**src/design/tg_pkg.sv**
```systemverilog
/*
 * tg_pkg: constants, tables and helpers for the dual sine tone / beep generator.
 * Assumes a 100 MHz system clock and a 32-bit classic Wishbone register port.
 */
package tg_pkg;

   // register byte offsets (one aligned word each)
   localparam logic [7:0] TG_CTRL_OFS      = 8'h00;
   localparam logic [7:0] TG_F1_HIGH_OFS   = 8'h04;
   localparam logic [7:0] TG_F1_LOW_OFS    = 8'h08;
   localparam logic [7:0] TG_F2_HIGH_OFS   = 8'h0c;
   localparam logic [7:0] TG_F2_LOW_OFS    = 8'h10;
   localparam logic [7:0] TG_BEEP_TIME_OFS = 8'h14;
   localparam logic [7:0] TG_STATUS_OFS    = 8'h18;

   // control word field positions
   localparam int TG_RUN_BIT   = 0;
   localparam int TG_DTMF_BIT  = 1;
   localparam int TG_SEL_LSB   = 2;
   localparam int TG_COUNT_LSB = 4;
   localparam int TG_KEY_LSB   = 8;
   localparam int TG_RATE_LSB  = 16;

   // reset values
   localparam logic [7:0] TG_FREQ_RST   = 8'h00;
   localparam logic [7:0] TG_PER_RST    = 8'h0a;   // 100 ms
   localparam logic [3:0] TG_RATE_RST   = 4'h8;    // 48 kHz

   // beep periods are counted in 10 ms units, 10 ms .. 2 s
   localparam int TG_UNIT_MS      = 10;
   localparam logic [7:0] TG_PER_MIN = 8'h01;
   localparam logic [7:0] TG_PER_MAX = 8'hc8;      // 200 units = 2 s
   localparam int TG_CLK_HZ       = 100_000_000;
   localparam int TG_UNIT_CYCLES  = TG_CLK_HZ / 1000 * TG_UNIT_MS;

   // output selector codes
   localparam logic [1:0] TG_SEL_GEN1  = 2'h0;
   localparam logic [1:0] TG_SEL_GEN2  = 2'h1;
   localparam logic [1:0] TG_SEL_SUM   = 2'h2;
   localparam logic [1:0] TG_SEL_SRAMP = 2'h3;

   // output sample rates, frequency word base and per-sample phase scale (1.8)
   localparam int TG_NUM_RATES = 11;
   localparam int TG_RATE_HZ [TG_NUM_RATES] = '{8000, 11025, 12000, 16000, 22050, 24000,
                                                32000, 44100, 48000, 88200, 96000};
   localparam logic [8:0] TG_RATE_MUL [TG_NUM_RATES] = '{9'h180, 9'h100, 9'h100, 9'h0c0, 9'h080,
                                                         9'h080, 9'h060, 9'h040, 9'h040, 9'h020,
                                                         9'h020};
   localparam logic TG_RATE_FAM [TG_NUM_RATES] = '{1'b0, 1'b1, 1'b0, 1'b0, 1'b1, 1'b0,
                                                   1'b0, 1'b1, 1'b0, 1'b1, 1'b0};
   localparam int TG_BASE_HZ [2] = '{12000, 11025};

   // keypad tones: low row tones on generator 2, high column tones on generator 1
   localparam int TG_ROW_HZ [4] = '{697, 770, 852, 941};
   localparam int TG_COL_HZ [4] = '{1209, 1336, 1477, 1633};
   // keypad code -> {row, column}
   localparam logic [3:0] TG_KEY_POS [16] = '{4'hd, 4'h0, 4'h1, 4'h2, 4'h4, 4'h5, 4'h6, 4'h8,
                                              4'h9, 4'ha, 4'h3, 4'h7, 4'hb, 4'hf, 4'hc, 4'he};

   // quarter-wave sine, sampled at bin centres so the mirror is seamless
   localparam logic [15:0] TG_QSINE [16] = '{16'h0648, 16'h12c8, 16'h1f1a, 16'h2b1f,
                                             16'h36ba, 16'h41ce, 16'h4c3f, 16'h55f5,
                                             16'h5ed7, 16'h66cf, 16'h6dc9, 16'h73b5,
                                             16'h7884, 16'h7c29, 16'h7e9c, 16'h7fd8};

   // phase (16-bit, full turn) to signed sample
   function automatic logic signed [15:0] tg_sine(input logic [15:0] ph);
      logic [3:0]  idx;
      logic [15:0] mag;
      idx = ph[14] ? ~ph[13:10] : ph[13:10];
      mag = TG_QSINE[idx];
      return ph[15] ? -$signed(mag) : $signed(mag);
   endfunction

   typedef enum logic [2:0] {
      TG_ST_IDLE = 3'b001,
      TG_ST_ON   = 3'b010,
      TG_ST_OFF  = 3'b100
   } tg_state_e;

endpackage

```
**src/design/tg_tone_if.sv**
```systemverilog
/*
 * tg_tone_if: link between the sequencer and one sine generator.
 * Assumes both ends run on the single system clock.
 */
`timescale 1ns/1ps
interface tg_tone_if;
   import tg_pkg::*;
   logic [15:0]        freq_word;  // phase step at the family base rate
   logic [8:0]         rate_mul;   // scale from base rate to sample rate
   logic               tick;       // one pulse per output sample
   logic               clear;      // hold phase at zero
   logic signed [15:0] sine;       // registered sine sample
   logic signed [15:0] sramp;      // registered s-ramp sample

   modport ctl (output freq_word, rate_mul, tick, clear, input sine, sramp);
   modport gen (input freq_word, rate_mul, tick, clear, output sine, sramp);
endinterface

```
**src/design/tg_tone_top.sv**
```systemverilog
/*
 * tg_tone_top: dual sine tone and beep generator with Wishbone register port.
 * Assumes a 100 MHz clock, a classic Wishbone master and a mixer taking
 * tone_sample whenever tone_valid pulses.
 */
`timescale 1ns/1ps
// Function
// - two generators, each with 16-bit word
// - frequencies from about 1 Hz to 12 kHz
// - word = 65536*f/12000 for 12k rate family
// - word = 65536*f/11025 for 11.025k family
// - each word split into high and low bytes
// - selector picks generator one, two or sum
// - keypad enable drives both generators from code
// - standard row/column tone table per keypad code
// - burst of beeps or continuous beep
// - on and off times 10 ms to 2 s
// - run bit set starts, clear requests halt
// - finish cycle, continuous stops at zero crossing
// - run bit self-clears after last beep
// - selector three gives s-shaped ramp
module tg_tone_top #(
   parameter int CLK_HZ      = tg_pkg::TG_CLK_HZ,
   parameter int UNIT_CYCLES = tg_pkg::TG_UNIT_CYCLES
) (
   input  wire logic        clk,
   input  wire logic        rst_b,
   input  wire logic        wb_cyc_i,
   input  wire logic        wb_stb_i,
   input  wire logic        wb_we_i,
   input  wire logic [7:0]  wb_adr_i,
   input  wire logic [3:0]  wb_sel_i,
   input  wire logic [31:0] wb_dat_i,
   output logic      [31:0] wb_dat_o,
   output logic             wb_ack_o,
   output logic      [15:0] tone_sample,
   output logic             tone_valid,
   output logic             beep_active
);
   import tg_pkg::*;

   // register state
   logic        run_reg;
   logic        dtmf_en_reg;
   logic [1:0]  gen_sel_reg;
   logic [2:0]  beep_cycles_reg;
   logic [3:0]  keypad_reg;
   logic [3:0]  rate_reg;
   logic [7:0]  tone1_frequency_high_byte;
   logic [7:0]  tone1_frequency_low_byte;
   logic [7:0]  tone2_frequency_high_byte;
   logic [7:0]  tone2_frequency_low_byte;
   logic [7:0]  beep_on_reg;
   logic [7:0]  beep_off_reg;

   // sequencer state
   tg_state_e   state_reg;
   logic [31:0] unit_cnt_reg;
   logic [7:0]  per_cnt_reg;
   logic [5:0]  beeps_reg;
   logic [23:0] rate_cnt_reg;
   logic        sign_prev_reg;

   // combinational helpers
   logic        bus_req;
   logic        wr_en;
   logic        wr_ctrl;
   logic [31:0] rd_data;
   logic [31:0] ctrl_word;
   logic [31:0] status_word;
   logic        sample_tick;
   logic        unit_tick;
   logic        continuous;
   logic [5:0]  beep_target;
   logic [5:0]  beeps_next;
   logic        last_unit;
   logic        hw_clear;
   logic        zero_cross;
   logic [3:0]  rate_idx;
   logic [23:0] rate_div;
   logic        family;
   logic [3:0]  key_pos;
   logic [15:0] word1;
   logic [15:0] word2;
   logic [7:0]  on_len;
   logic [7:0]  off_len;
   logic signed [15:0] mix;

   // constant tables built at elaboration
   logic [23:0] div_tbl [TG_NUM_RATES];
   logic [15:0] row_tbl [2][4];
   logic [15:0] col_tbl [2][4];

   tg_tone_if tif [2] ();

   // divisors from the clock rate: shortened together with CLK_HZ in simulation
   genvar g;
   generate
      for (g = 0; g < TG_NUM_RATES; g++) begin : g_div
         assign div_tbl[g] = 24'(CLK_HZ / TG_RATE_HZ[g]);
      end
      for (g = 0; g < 8; g++) begin : g_key
         // keypad words for both families, same formula software uses
         assign row_tbl[g / 4][g % 4] = 16'((65536 * TG_ROW_HZ[g % 4]) / TG_BASE_HZ[g / 4]);
         assign col_tbl[g / 4][g % 4] = 16'((65536 * TG_COL_HZ[g % 4]) / TG_BASE_HZ[g / 4]);
      end
   endgenerate

   // unknown rate codes fall back to 48 kHz rather than stalling the tick
   assign rate_idx = (rate_reg < 4'(TG_NUM_RATES)) ? rate_reg : TG_RATE_RST;
   assign rate_div = div_tbl[rate_idx];
   assign family   = TG_RATE_FAM[rate_idx];

   // frequency words: programmed bytes or the keypad pair
   assign key_pos = TG_KEY_POS[keypad_reg];
   always_comb begin
      if (dtmf_en_reg) begin
         word1 = col_tbl[family][key_pos[1:0]];
         word2 = row_tbl[family][key_pos[3:2]];
      end else begin
         word1 = {tone1_frequency_high_byte, tone1_frequency_low_byte};
         word2 = {tone2_frequency_high_byte, tone2_frequency_low_byte};
      end
   end

   // drive both generators; the phase clear in idle makes the first beep after a start begin at zero
   generate
      for (g = 0; g < 2; g++) begin : g_gen
         assign tif[g].freq_word = (g == 0) ? word1 : word2;
         assign tif[g].rate_mul  = TG_RATE_MUL[rate_idx];
         assign tif[g].tick      = sample_tick;
         assign tif[g].clear     = (state_reg == TG_ST_IDLE);
         tg_sine_gen u_gen (
            .clk   (clk),
            .rst_b (rst_b),
            .tone  (tif[g])
         );
      end
   endgenerate

   // output selector
   always_comb begin
      case (gen_sel_reg)
         TG_SEL_GEN1: mix = tif[0].sine;
         TG_SEL_GEN2: mix = tif[1].sine;
         TG_SEL_SUM:  mix = (tif[0].sine >>> 1) + (tif[1].sine >>> 1);
         default:     mix = tif[0].sramp;
      endcase
   end

   // sample-rate divider: one enable pulse per output sample
   assign sample_tick = (rate_cnt_reg >= rate_div - 24'h000001);
   always_ff @(posedge clk) begin
      if (!rst_b || sample_tick) begin
         rate_cnt_reg <= 24'h000000;
      end else begin
         rate_cnt_reg <= rate_cnt_reg + 24'h000001;
      end
   end

   // beep count decode and period clamps
   assign continuous  = (beep_cycles_reg > 3'h5);
   always_comb begin
      case (beep_cycles_reg)
         3'h0:    beep_target = 6'h01;
         3'h1:    beep_target = 6'h02;
         3'h2:    beep_target = 6'h03;
         3'h3:    beep_target = 6'h04;
         3'h4:    beep_target = 6'h08;
         default: beep_target = 6'h10;
      endcase
   end
   assign on_len  = (beep_on_reg < TG_PER_MIN) ? TG_PER_MIN :
                    (beep_on_reg > TG_PER_MAX) ? TG_PER_MAX : beep_on_reg;
   assign off_len = (beep_off_reg < TG_PER_MIN) ? TG_PER_MIN :
                    (beep_off_reg > TG_PER_MAX) ? TG_PER_MAX : beep_off_reg;

   assign unit_tick  = (unit_cnt_reg == 32'(UNIT_CYCLES - 1));
   assign last_unit  = unit_tick && (per_cnt_reg == 8'h01);
   assign beeps_next = beeps_reg + 6'h01;
   assign zero_cross = sample_tick && (mix[15] != sign_prev_reg);
   // self-clear only at the end of the final off period of a burst
   assign hw_clear   = (state_reg == TG_ST_OFF) && last_unit && (beeps_next == beep_target);

   // remember sign of previous sample for zero-cross detection
   always_ff @(posedge clk) begin
      if (!rst_b) begin
         sign_prev_reg <= 1'b0;
      end else if (sample_tick) begin
         sign_prev_reg <= mix[15];
      end
   end

   // beep sequencer
   always_ff @(posedge clk) begin
      if (!rst_b) begin
         state_reg    <= TG_ST_IDLE;
         unit_cnt_reg <= 32'h00000000;
         per_cnt_reg  <= 8'h00;
         beeps_reg    <= 6'h00;
      end else begin
         unit_cnt_reg <= unit_tick ? 32'h00000000 : unit_cnt_reg + 32'h00000001;
         case (state_reg)
            TG_ST_IDLE: begin
               unit_cnt_reg <= 32'h00000000;
               beeps_reg    <= 6'h00;
               per_cnt_reg  <= on_len;
               if (run_reg) begin
                  state_reg <= TG_ST_ON;
               end
            end
            TG_ST_ON: begin
               if (continuous) begin
                  // uninterrupted tone until a halt meets a zero crossing
                  if (!run_reg && zero_cross) begin
                     state_reg <= TG_ST_IDLE;
                  end
               end else if (last_unit) begin
                  state_reg   <= TG_ST_OFF;
                  per_cnt_reg <= off_len;
               end else if (unit_tick) begin
                  per_cnt_reg <= per_cnt_reg - 8'h01;
               end
            end
            TG_ST_OFF: begin
               if (last_unit) begin
                  beeps_reg <= beeps_next;
                  // a halt request only takes effect once the cycle is done
                  if (!run_reg || beeps_next == beep_target) begin
                     state_reg <= TG_ST_IDLE;
                  end else begin
                     state_reg   <= TG_ST_ON;
                     per_cnt_reg <= on_len;
                  end
               end else if (unit_tick) begin
                  per_cnt_reg <= per_cnt_reg - 8'h01;
               end
            end
            default: begin
               state_reg <= TG_ST_IDLE;
            end
         endcase
      end
   end

   // stream to the mixer; silent outside the on period
   always_ff @(posedge clk) begin
      if (!rst_b) begin
         tone_sample <= 16'h0000;
         tone_valid  <= 1'b0;
         beep_active <= 1'b0;
      end else begin
         tone_valid  <= sample_tick;
         beep_active <= (state_reg != TG_ST_IDLE);
         if (sample_tick) begin
            tone_sample <= (state_reg == TG_ST_ON) ? mix : 16'h0000;
         end
      end
   end

   // wishbone decode: ack one cycle after the strobe, never two in a row
   assign bus_req = wb_cyc_i && wb_stb_i && !wb_ack_o;
   assign wr_en   = bus_req && wb_we_i;
   assign wr_ctrl = wr_en && (wb_adr_i == TG_CTRL_OFS) && wb_sel_i[0];

   // run bit: a software write wins over the self-clear in the same cycle
   always_ff @(posedge clk) begin
      if (!rst_b) begin
         run_reg <= 1'b0;
      end else if (wr_ctrl) begin
         run_reg <= wb_dat_i[TG_RUN_BIT];
      end else if (hw_clear) begin
         run_reg <= 1'b0;
      end
   end

   // writable configuration, byte lane by byte lane
   always_ff @(posedge clk) begin
      if (!rst_b) begin
         dtmf_en_reg               <= 1'b0;
         gen_sel_reg               <= TG_SEL_GEN1;
         beep_cycles_reg           <= 3'h0;
         keypad_reg                <= 4'h0;
         rate_reg                  <= TG_RATE_RST;
         tone1_frequency_high_byte <= TG_FREQ_RST;
         tone1_frequency_low_byte  <= TG_FREQ_RST;
         tone2_frequency_high_byte <= TG_FREQ_RST;
         tone2_frequency_low_byte  <= TG_FREQ_RST;
         beep_on_reg               <= TG_PER_RST;
         beep_off_reg              <= TG_PER_RST;
      end else if (wr_en) begin
         if (wb_adr_i == TG_CTRL_OFS) begin
            if (wb_sel_i[0]) begin
               dtmf_en_reg     <= wb_dat_i[TG_DTMF_BIT];
               gen_sel_reg     <= wb_dat_i[TG_SEL_LSB +: 2];
               beep_cycles_reg <= wb_dat_i[TG_COUNT_LSB +: 3];
            end
            if (wb_sel_i[1]) begin
               keypad_reg <= wb_dat_i[TG_KEY_LSB +: 4];
            end
            if (wb_sel_i[2]) begin
               rate_reg <= wb_dat_i[TG_RATE_LSB +: 4];
            end
         end else if (wb_adr_i == TG_F1_HIGH_OFS && wb_sel_i[0]) begin
            tone1_frequency_high_byte <= wb_dat_i[7:0];
         end else if (wb_adr_i == TG_F1_LOW_OFS && wb_sel_i[0]) begin
            tone1_frequency_low_byte <= wb_dat_i[7:0];
         end else if (wb_adr_i == TG_F2_HIGH_OFS && wb_sel_i[0]) begin
            tone2_frequency_high_byte <= wb_dat_i[7:0];
         end else if (wb_adr_i == TG_F2_LOW_OFS && wb_sel_i[0]) begin
            tone2_frequency_low_byte <= wb_dat_i[7:0];
         end else if (wb_adr_i == TG_BEEP_TIME_OFS) begin
            if (wb_sel_i[0]) begin
               beep_on_reg <= wb_dat_i[7:0];
            end
            if (wb_sel_i[1]) begin
               beep_off_reg <= wb_dat_i[15:8];
            end
         end
      end
   end

   // read mux; unmapped offsets read zero and writes there are dropped
   assign ctrl_word   = {12'h000, rate_reg, 4'h0, keypad_reg, 1'b0, beep_cycles_reg,
                         gen_sel_reg, dtmf_en_reg, run_reg};
   assign status_word = {24'h000000, beeps_reg, (state_reg == TG_ST_ON), (state_reg != TG_ST_IDLE)};
   always_comb begin
      if (wb_adr_i == TG_CTRL_OFS) begin
         rd_data = ctrl_word;
      end else if (wb_adr_i == TG_F1_HIGH_OFS) begin
         rd_data = {24'h000000, tone1_frequency_high_byte};
      end else if (wb_adr_i == TG_F1_LOW_OFS) begin
         rd_data = {24'h000000, tone1_frequency_low_byte};
      end else if (wb_adr_i == TG_F2_HIGH_OFS) begin
         rd_data = {24'h000000, tone2_frequency_high_byte};
      end else if (wb_adr_i == TG_F2_LOW_OFS) begin
         rd_data = {24'h000000, tone2_frequency_low_byte};
      end else if (wb_adr_i == TG_BEEP_TIME_OFS) begin
         rd_data = {16'h0000, beep_off_reg, beep_on_reg};
      end else if (wb_adr_i == TG_STATUS_OFS) begin
         rd_data = status_word;
      end else begin
         rd_data = 32'h00000000;
      end
   end

   // registered answer
   always_ff @(posedge clk) begin
      if (!rst_b) begin
         wb_ack_o <= 1'b0;
         wb_dat_o <= 32'h00000000;
      end else begin
         wb_ack_o <= bus_req;
         wb_dat_o <= bus_req ? rd_data : 32'h00000000;
      end
   end

endmodule // tg_tone_top

```
**src/design/tg_sine_gen.sv**
```systemverilog
/*
 * tg_sine_gen: one phase-accumulator sine generator with s-ramp tap.
 * Assumes tick pulses once per output sample and a word scaled to 12000 or 11025 Hz.
 */
`timescale 1ns/1ps
module tg_sine_gen (
   input  wire logic clk,
   input  wire logic rst_b,
   tg_tone_if.gen    tone
);
   import tg_pkg::*;

   logic [23:0] phase_reg;   // 16-bit phase integer, 8 fraction bits
   logic [24:0] step;
   logic [15:0] ramp_ph;

   // step scaled by base/sample ratio keeps the word meaning fixed per family
   assign step    = tone.freq_word * tone.rate_mul;
   assign ramp_ph = {1'b0, phase_reg[23:9]} - 16'h4000;

   // accumulator advances once per sample
   always_ff @(posedge clk) begin
      if (!rst_b || tone.clear) begin
         phase_reg <= 24'h000000;
      end else if (tone.tick) begin
         phase_reg <= phase_reg + step[23:0];
      end
   end

   // sine and s-ramp lookups, registered on the sample tick
   always_ff @(posedge clk) begin
      if (!rst_b) begin
         tone.sine  <= 16'sh0000;
         tone.sramp <= 16'sh0000;
      end else if (tone.tick) begin
         tone.sine  <= tg_sine(phase_reg[23:8]);
         tone.sramp <= tg_sine(ramp_ph);
      end
   end

endmodule // tg_sine_gen

```
**config.mk**
```make
export PLATFORM = sky130hd
export DESIGN_NAME = tg_tone_top
export DESIGN_NICKNAME = d
export VERILOG_FILES = /design/src/design/tg_pkg.sv /design/src/design/tg_tone_if.sv /design/src/design/tg_tone_top.sv /design/src/design/tg_sine_gen.sv
export SDC_FILE = /design/constraint.sdc
export NUM_CORES = 1
export LEC_CHECK = 0
export BUFFER_PORTS_ARGS = -buffer_cell sky130_fd_sc_hd__buf_2
export CAP_MARGIN = 20
export CELL_PAD_IN_SITES_DETAIL_PLACEMENT = 1
export CELL_PAD_IN_SITES_GLOBAL_PLACEMENT = 1
export CORE_ASPECT_RATIO = 1.25
export CORE_UTILIZATION = 25
export DETAILED_ROUTE_END_ITERATION = 12
export GPL_ROUTABILITY_DRIVEN = 0
export PLACE_DENSITY_LB_ADDON = 0.1
export SLEW_MARGIN = 20
export SYNTH_ARGS = -nofsm -noshare
export SYNTH_HDL_FRONTEND = slang
export SYNTH_SLANG_ARGS = --single-unit
```
**constraint.sdc**
```tcl
create_clock -name clk -period 15.7 [get_ports clk]
set_input_delay 2.355 -clock clk [delete_from_list [all_inputs] [get_ports clk]]
set_output_delay 2.355 -clock clk [all_outputs]
set_load 0.03 [all_outputs]
```
==> key figures <==
Floorplanning
  • Die Y: 332.2 um
  • FP Rows: 120
  • Core area: 86,030 um2
  • Die Width: 266.2 um
  • Die footprint: 88,420 um2
  • # IOs: 100
  • Starting Density: 25.35%

GRT
  • Overflow after GRT: 0
  • First-pass GRT wire length: 118.0 mm
  • Vias in the first global route: 20.73k
  • Initial antenna violation count: 0
  • GRT Overall Usage: 16.74%
  • Largest net degree at the start of global routing: 87

Final layout
  • Max reg flops: 38
  • Net count, final: 3,010
  • Area taken by flip-flops and latches: 5250 um2
  • Share of cells above drive strength 1: 9.010%
  • Fill cell count: 10.22k
  • Multi-input gate area: 15,180 um2
  • Inserted Diodes: 0
  • Finished Core Util: 28.44%
  • Area Overhead vs Synth: 12.19%
  • Post-Layout Cell Count: 3,867
  • Post-layout instance area: 24,460 um2

CTS
  • Post-CTS Setup Inserts: 0
  • Clock root buffer master: clkbuf_16
  • Num CTS Buffers: 36
  • Hold buffers post-CTS: 0
  • Clock Sinks: 262
  • Clk slew on worst S/H paths: 60 ps
  • Resized Gates After CTS: 0
  • Clk Latency, worst-skew pair: 570 ps
  • CTS HTree Levels: 2
  • Clock Path Buffers: 3
  • CTS tree: yes

Run status
  • Status: complete, no violations

Drt
  • Aggregate routed wire length: 73.26 mm
  • Pre-Repair DR Iteration Count: 6
  • Routed length per placed instance: 18.95 um
  • DR DRC count: 0
  • Final ANT Viol Nets: 0
  • DR vias/cell: 4.984
  • Initial DRC count: 768
  • Vias: 19.28k

Pwr
  • Peak VDD IR: 0.00005724 V
  • Pleak: 9.927 nW
  • PD cells: 66.49 nW/um2

Logic synthesis
  • Dominant cells by area after synthesis: dfxtp_1, ha_1, fa_1
  • Cell area after synthesis: 21,810 um2
  • Sequential-to-total area share from yosys stat: 24.05%
  • Distinct cells, synth: 99
  • Yosys warns: 0
  • Synth top area share: 24.05%
  • Syn Inst Count: 2,682
  • Asr flop ratio synth: 0%
  • EDFF count, synth: 0
  • Post-Syn Area per Cell: 8.131 um2
  • Cell taking the most area after synthesis: dfxtp_1
  • FF+latch count, synth: 262
  • Ys flop type: dfxtp_1

Worst setup path
  • CP startpoint kind: register
  • Worst EP required: 16,100 ps
  • Crit path max fanout: 19
  • Reg2reg start: rate_reg[3]
  • CP Capture Type: register
  • CP Class: reg2reg
  • Slowest CP cell: dfxtp_1
  • Setup slack, reg-to-reg: 7190 ps
  • R2r endpoint: g_gen[1].u_gen.phase_reg[23]
  • Critical path data arrival time: 8910 ps
  • Most common cell type on the critical path: inv_1
  • Max stage delay on crit path: 740 ps
  • Reg2Reg Depth: 29

Timing
  • Shortest period the worst path allows: 8512 ps
  • RSZ-0062 raised after global routing: no
  • Slew @ Worst Pin: 1078 ps
  • Final Cycle Share: 54.22%
  • Fin. Hold Viols: 0
  • Achievable Freq: 117.5 MHz
  • Finish-stage setup viols: 0
  • Final setup TNS: 0 ps
  • Slew HR: 27.60%
  • Final Slew Violations: 0
  • Hold Slack: 450.6 ps
  • Worst Skew: 22.57 ps

Worst hold path
  • Min-delay worst type: reg2reg
  • Hold-critical path depth: 2
  • Hold EP: g_gen[0].u_gen.phase_reg[14]
  • Min-delay src: g_gen[0].u_gen.phase_reg[14]

Place
  • Port Buffer Count: 74
  • DP HPWL: 55.34 mm
  • Area after DPL: 23,200 um2
  • Cells after DPL: 3,804

Run
  • Max_cap viols: 0
-- final cells by class --
class	count	share of cell area, %
clock buffers	48	4.153
inverters	202	3.110
flip-flops and latches	262	21.46
multi-input cells	2081	62.05
repair buffers	100	2.312
well taps	1159	5.927
clock inverters	15	0.9922
-- layout by cell type (no fill, tap or decap), types with 17 or more instances in the layout --
master	n
a211oi_1	49
a21o_1	20
a21oi_1	167
a31oi_1	18
and2_1	18
and3_1	34
buf_2	74
buf_4	26
clkbuf_16	36
conb_1	22
dfxtp_1	258
fa_1	85
ha_1	193
inv_1	195
mux2i_1	86
mux4_2	17
nand2_1	201
nand2b_1	35
nand3_1	84
nand4_1	26
nor2_1	361
nor2b_1	27
nor3_1	32
nor4_1	18
o211ai_1	19
o21ai_0	126
or2_2	23
or3_1	21
xnor2_1	89
xor2_1	52
-- metal layers --
metal / vias to the layer above / part of all wire [%] / GRT usage [%] / wire [um]
met2: 230 / 51 / 30.68 / 37510
met3: 73 / 2.4 / 1.772 / 1725
li1: 9342 / - / - / -
met1: 9630 / 44 / 20.34 / 32160
met5: - / 0 / 0 / 0
met4: 0 / 2.5 / 4.879 / 1865
-- cells by family after synthesis --
| group | Yosys count | share of synthesized area [%] |
|---|---|---|
| simple gates | 943 | 20.83 |
| compound gates | 585 | 17.63 |
| buf+inv | 359 | 6.747 |
| fa+ha+maj | 278 | 18.88 |
| flops | 262 | 24.05 |
| xor+xnor | 141 | 5.663 |
| mux | 112 | 6.168 |
| other cells | 2 | 0.03444 |
-- worst max-delay path by stage --
stage	start	to	slack [ps]	depth (start not counted)
after global routing	rate_reg[3]	g_gen[1].u_gen.phase_reg[23]	6670	27
after CTS	rate_reg[3]	g_gen[1].u_gen.phase_reg[23]	7080	29
final	rate_reg[3]	g_gen[1].u_gen.phase_reg[23]	7190	29
after global placement	rate_reg[3]	g_gen[1].u_gen.phase_reg[23]	7270	27
after floorplan	rate_reg[2]	g_gen[1].u_gen.phase_reg[22]	8670	29
after detailed placement	rate_reg[3]	g_gen[1].u_gen.phase_reg[23]	7090	29
-- where the power goes --
group | switching, mW | leakage [nW] | internal [mW]
combinational | 0.0444 | 7.19 | 0.0147
clock | 0.342 | 0.620 | 0.553
sequential | 0.00444 | 2.11 | 0.668
-- critical path: cells and delay by family (launching register included) --
family | cells | cell delay (ps)
adders and majority gates | 8 | 3010
AOI/OAI and AO/OA | 8 | 2150
and+or+nand+nor | 6 | 1580
DFF | 1 | 740
buffers and inverters | 6 | 650
muxes | 1 | 230
-- Yosys cell counts (all sizes together) (8+ instances only) --
cell,instances
nor2b,27
o21a,10
nor4,22
clkbuf,94
o22ai,16
a21o,20
nand3b,11
xor2,52
or3,22
o31ai,9
buf,63
xnor2,89
and3,34
o211ai,19
inv,196
mux2,9
mux2i,86
o21bai,9
o221ai,8
mux4,17
nor2,362
a22o,13
fa,85
and2,19
o21ai,126
nor3b,9
a21oi,169
or2,24
nand4,26
a2111oi,9
nand2b,35
a31oi,18
a22oi,11
ha,193
dfxtp,262
nand2,202
nand3,85
a221oi,12
a211oi,49
nor3,37
-- through the flow --
stage                     setup WS (ps)  power [mW]
after floorplan                    8674      0.7245
after global placement             7269      0.7461
after detailed placement           7085      0.7476
after CTS                          7078       1.669
after global routing               6668       1.692
final                              7188       1.627
No activity file was read; power rests on OpenSTA's default activity.
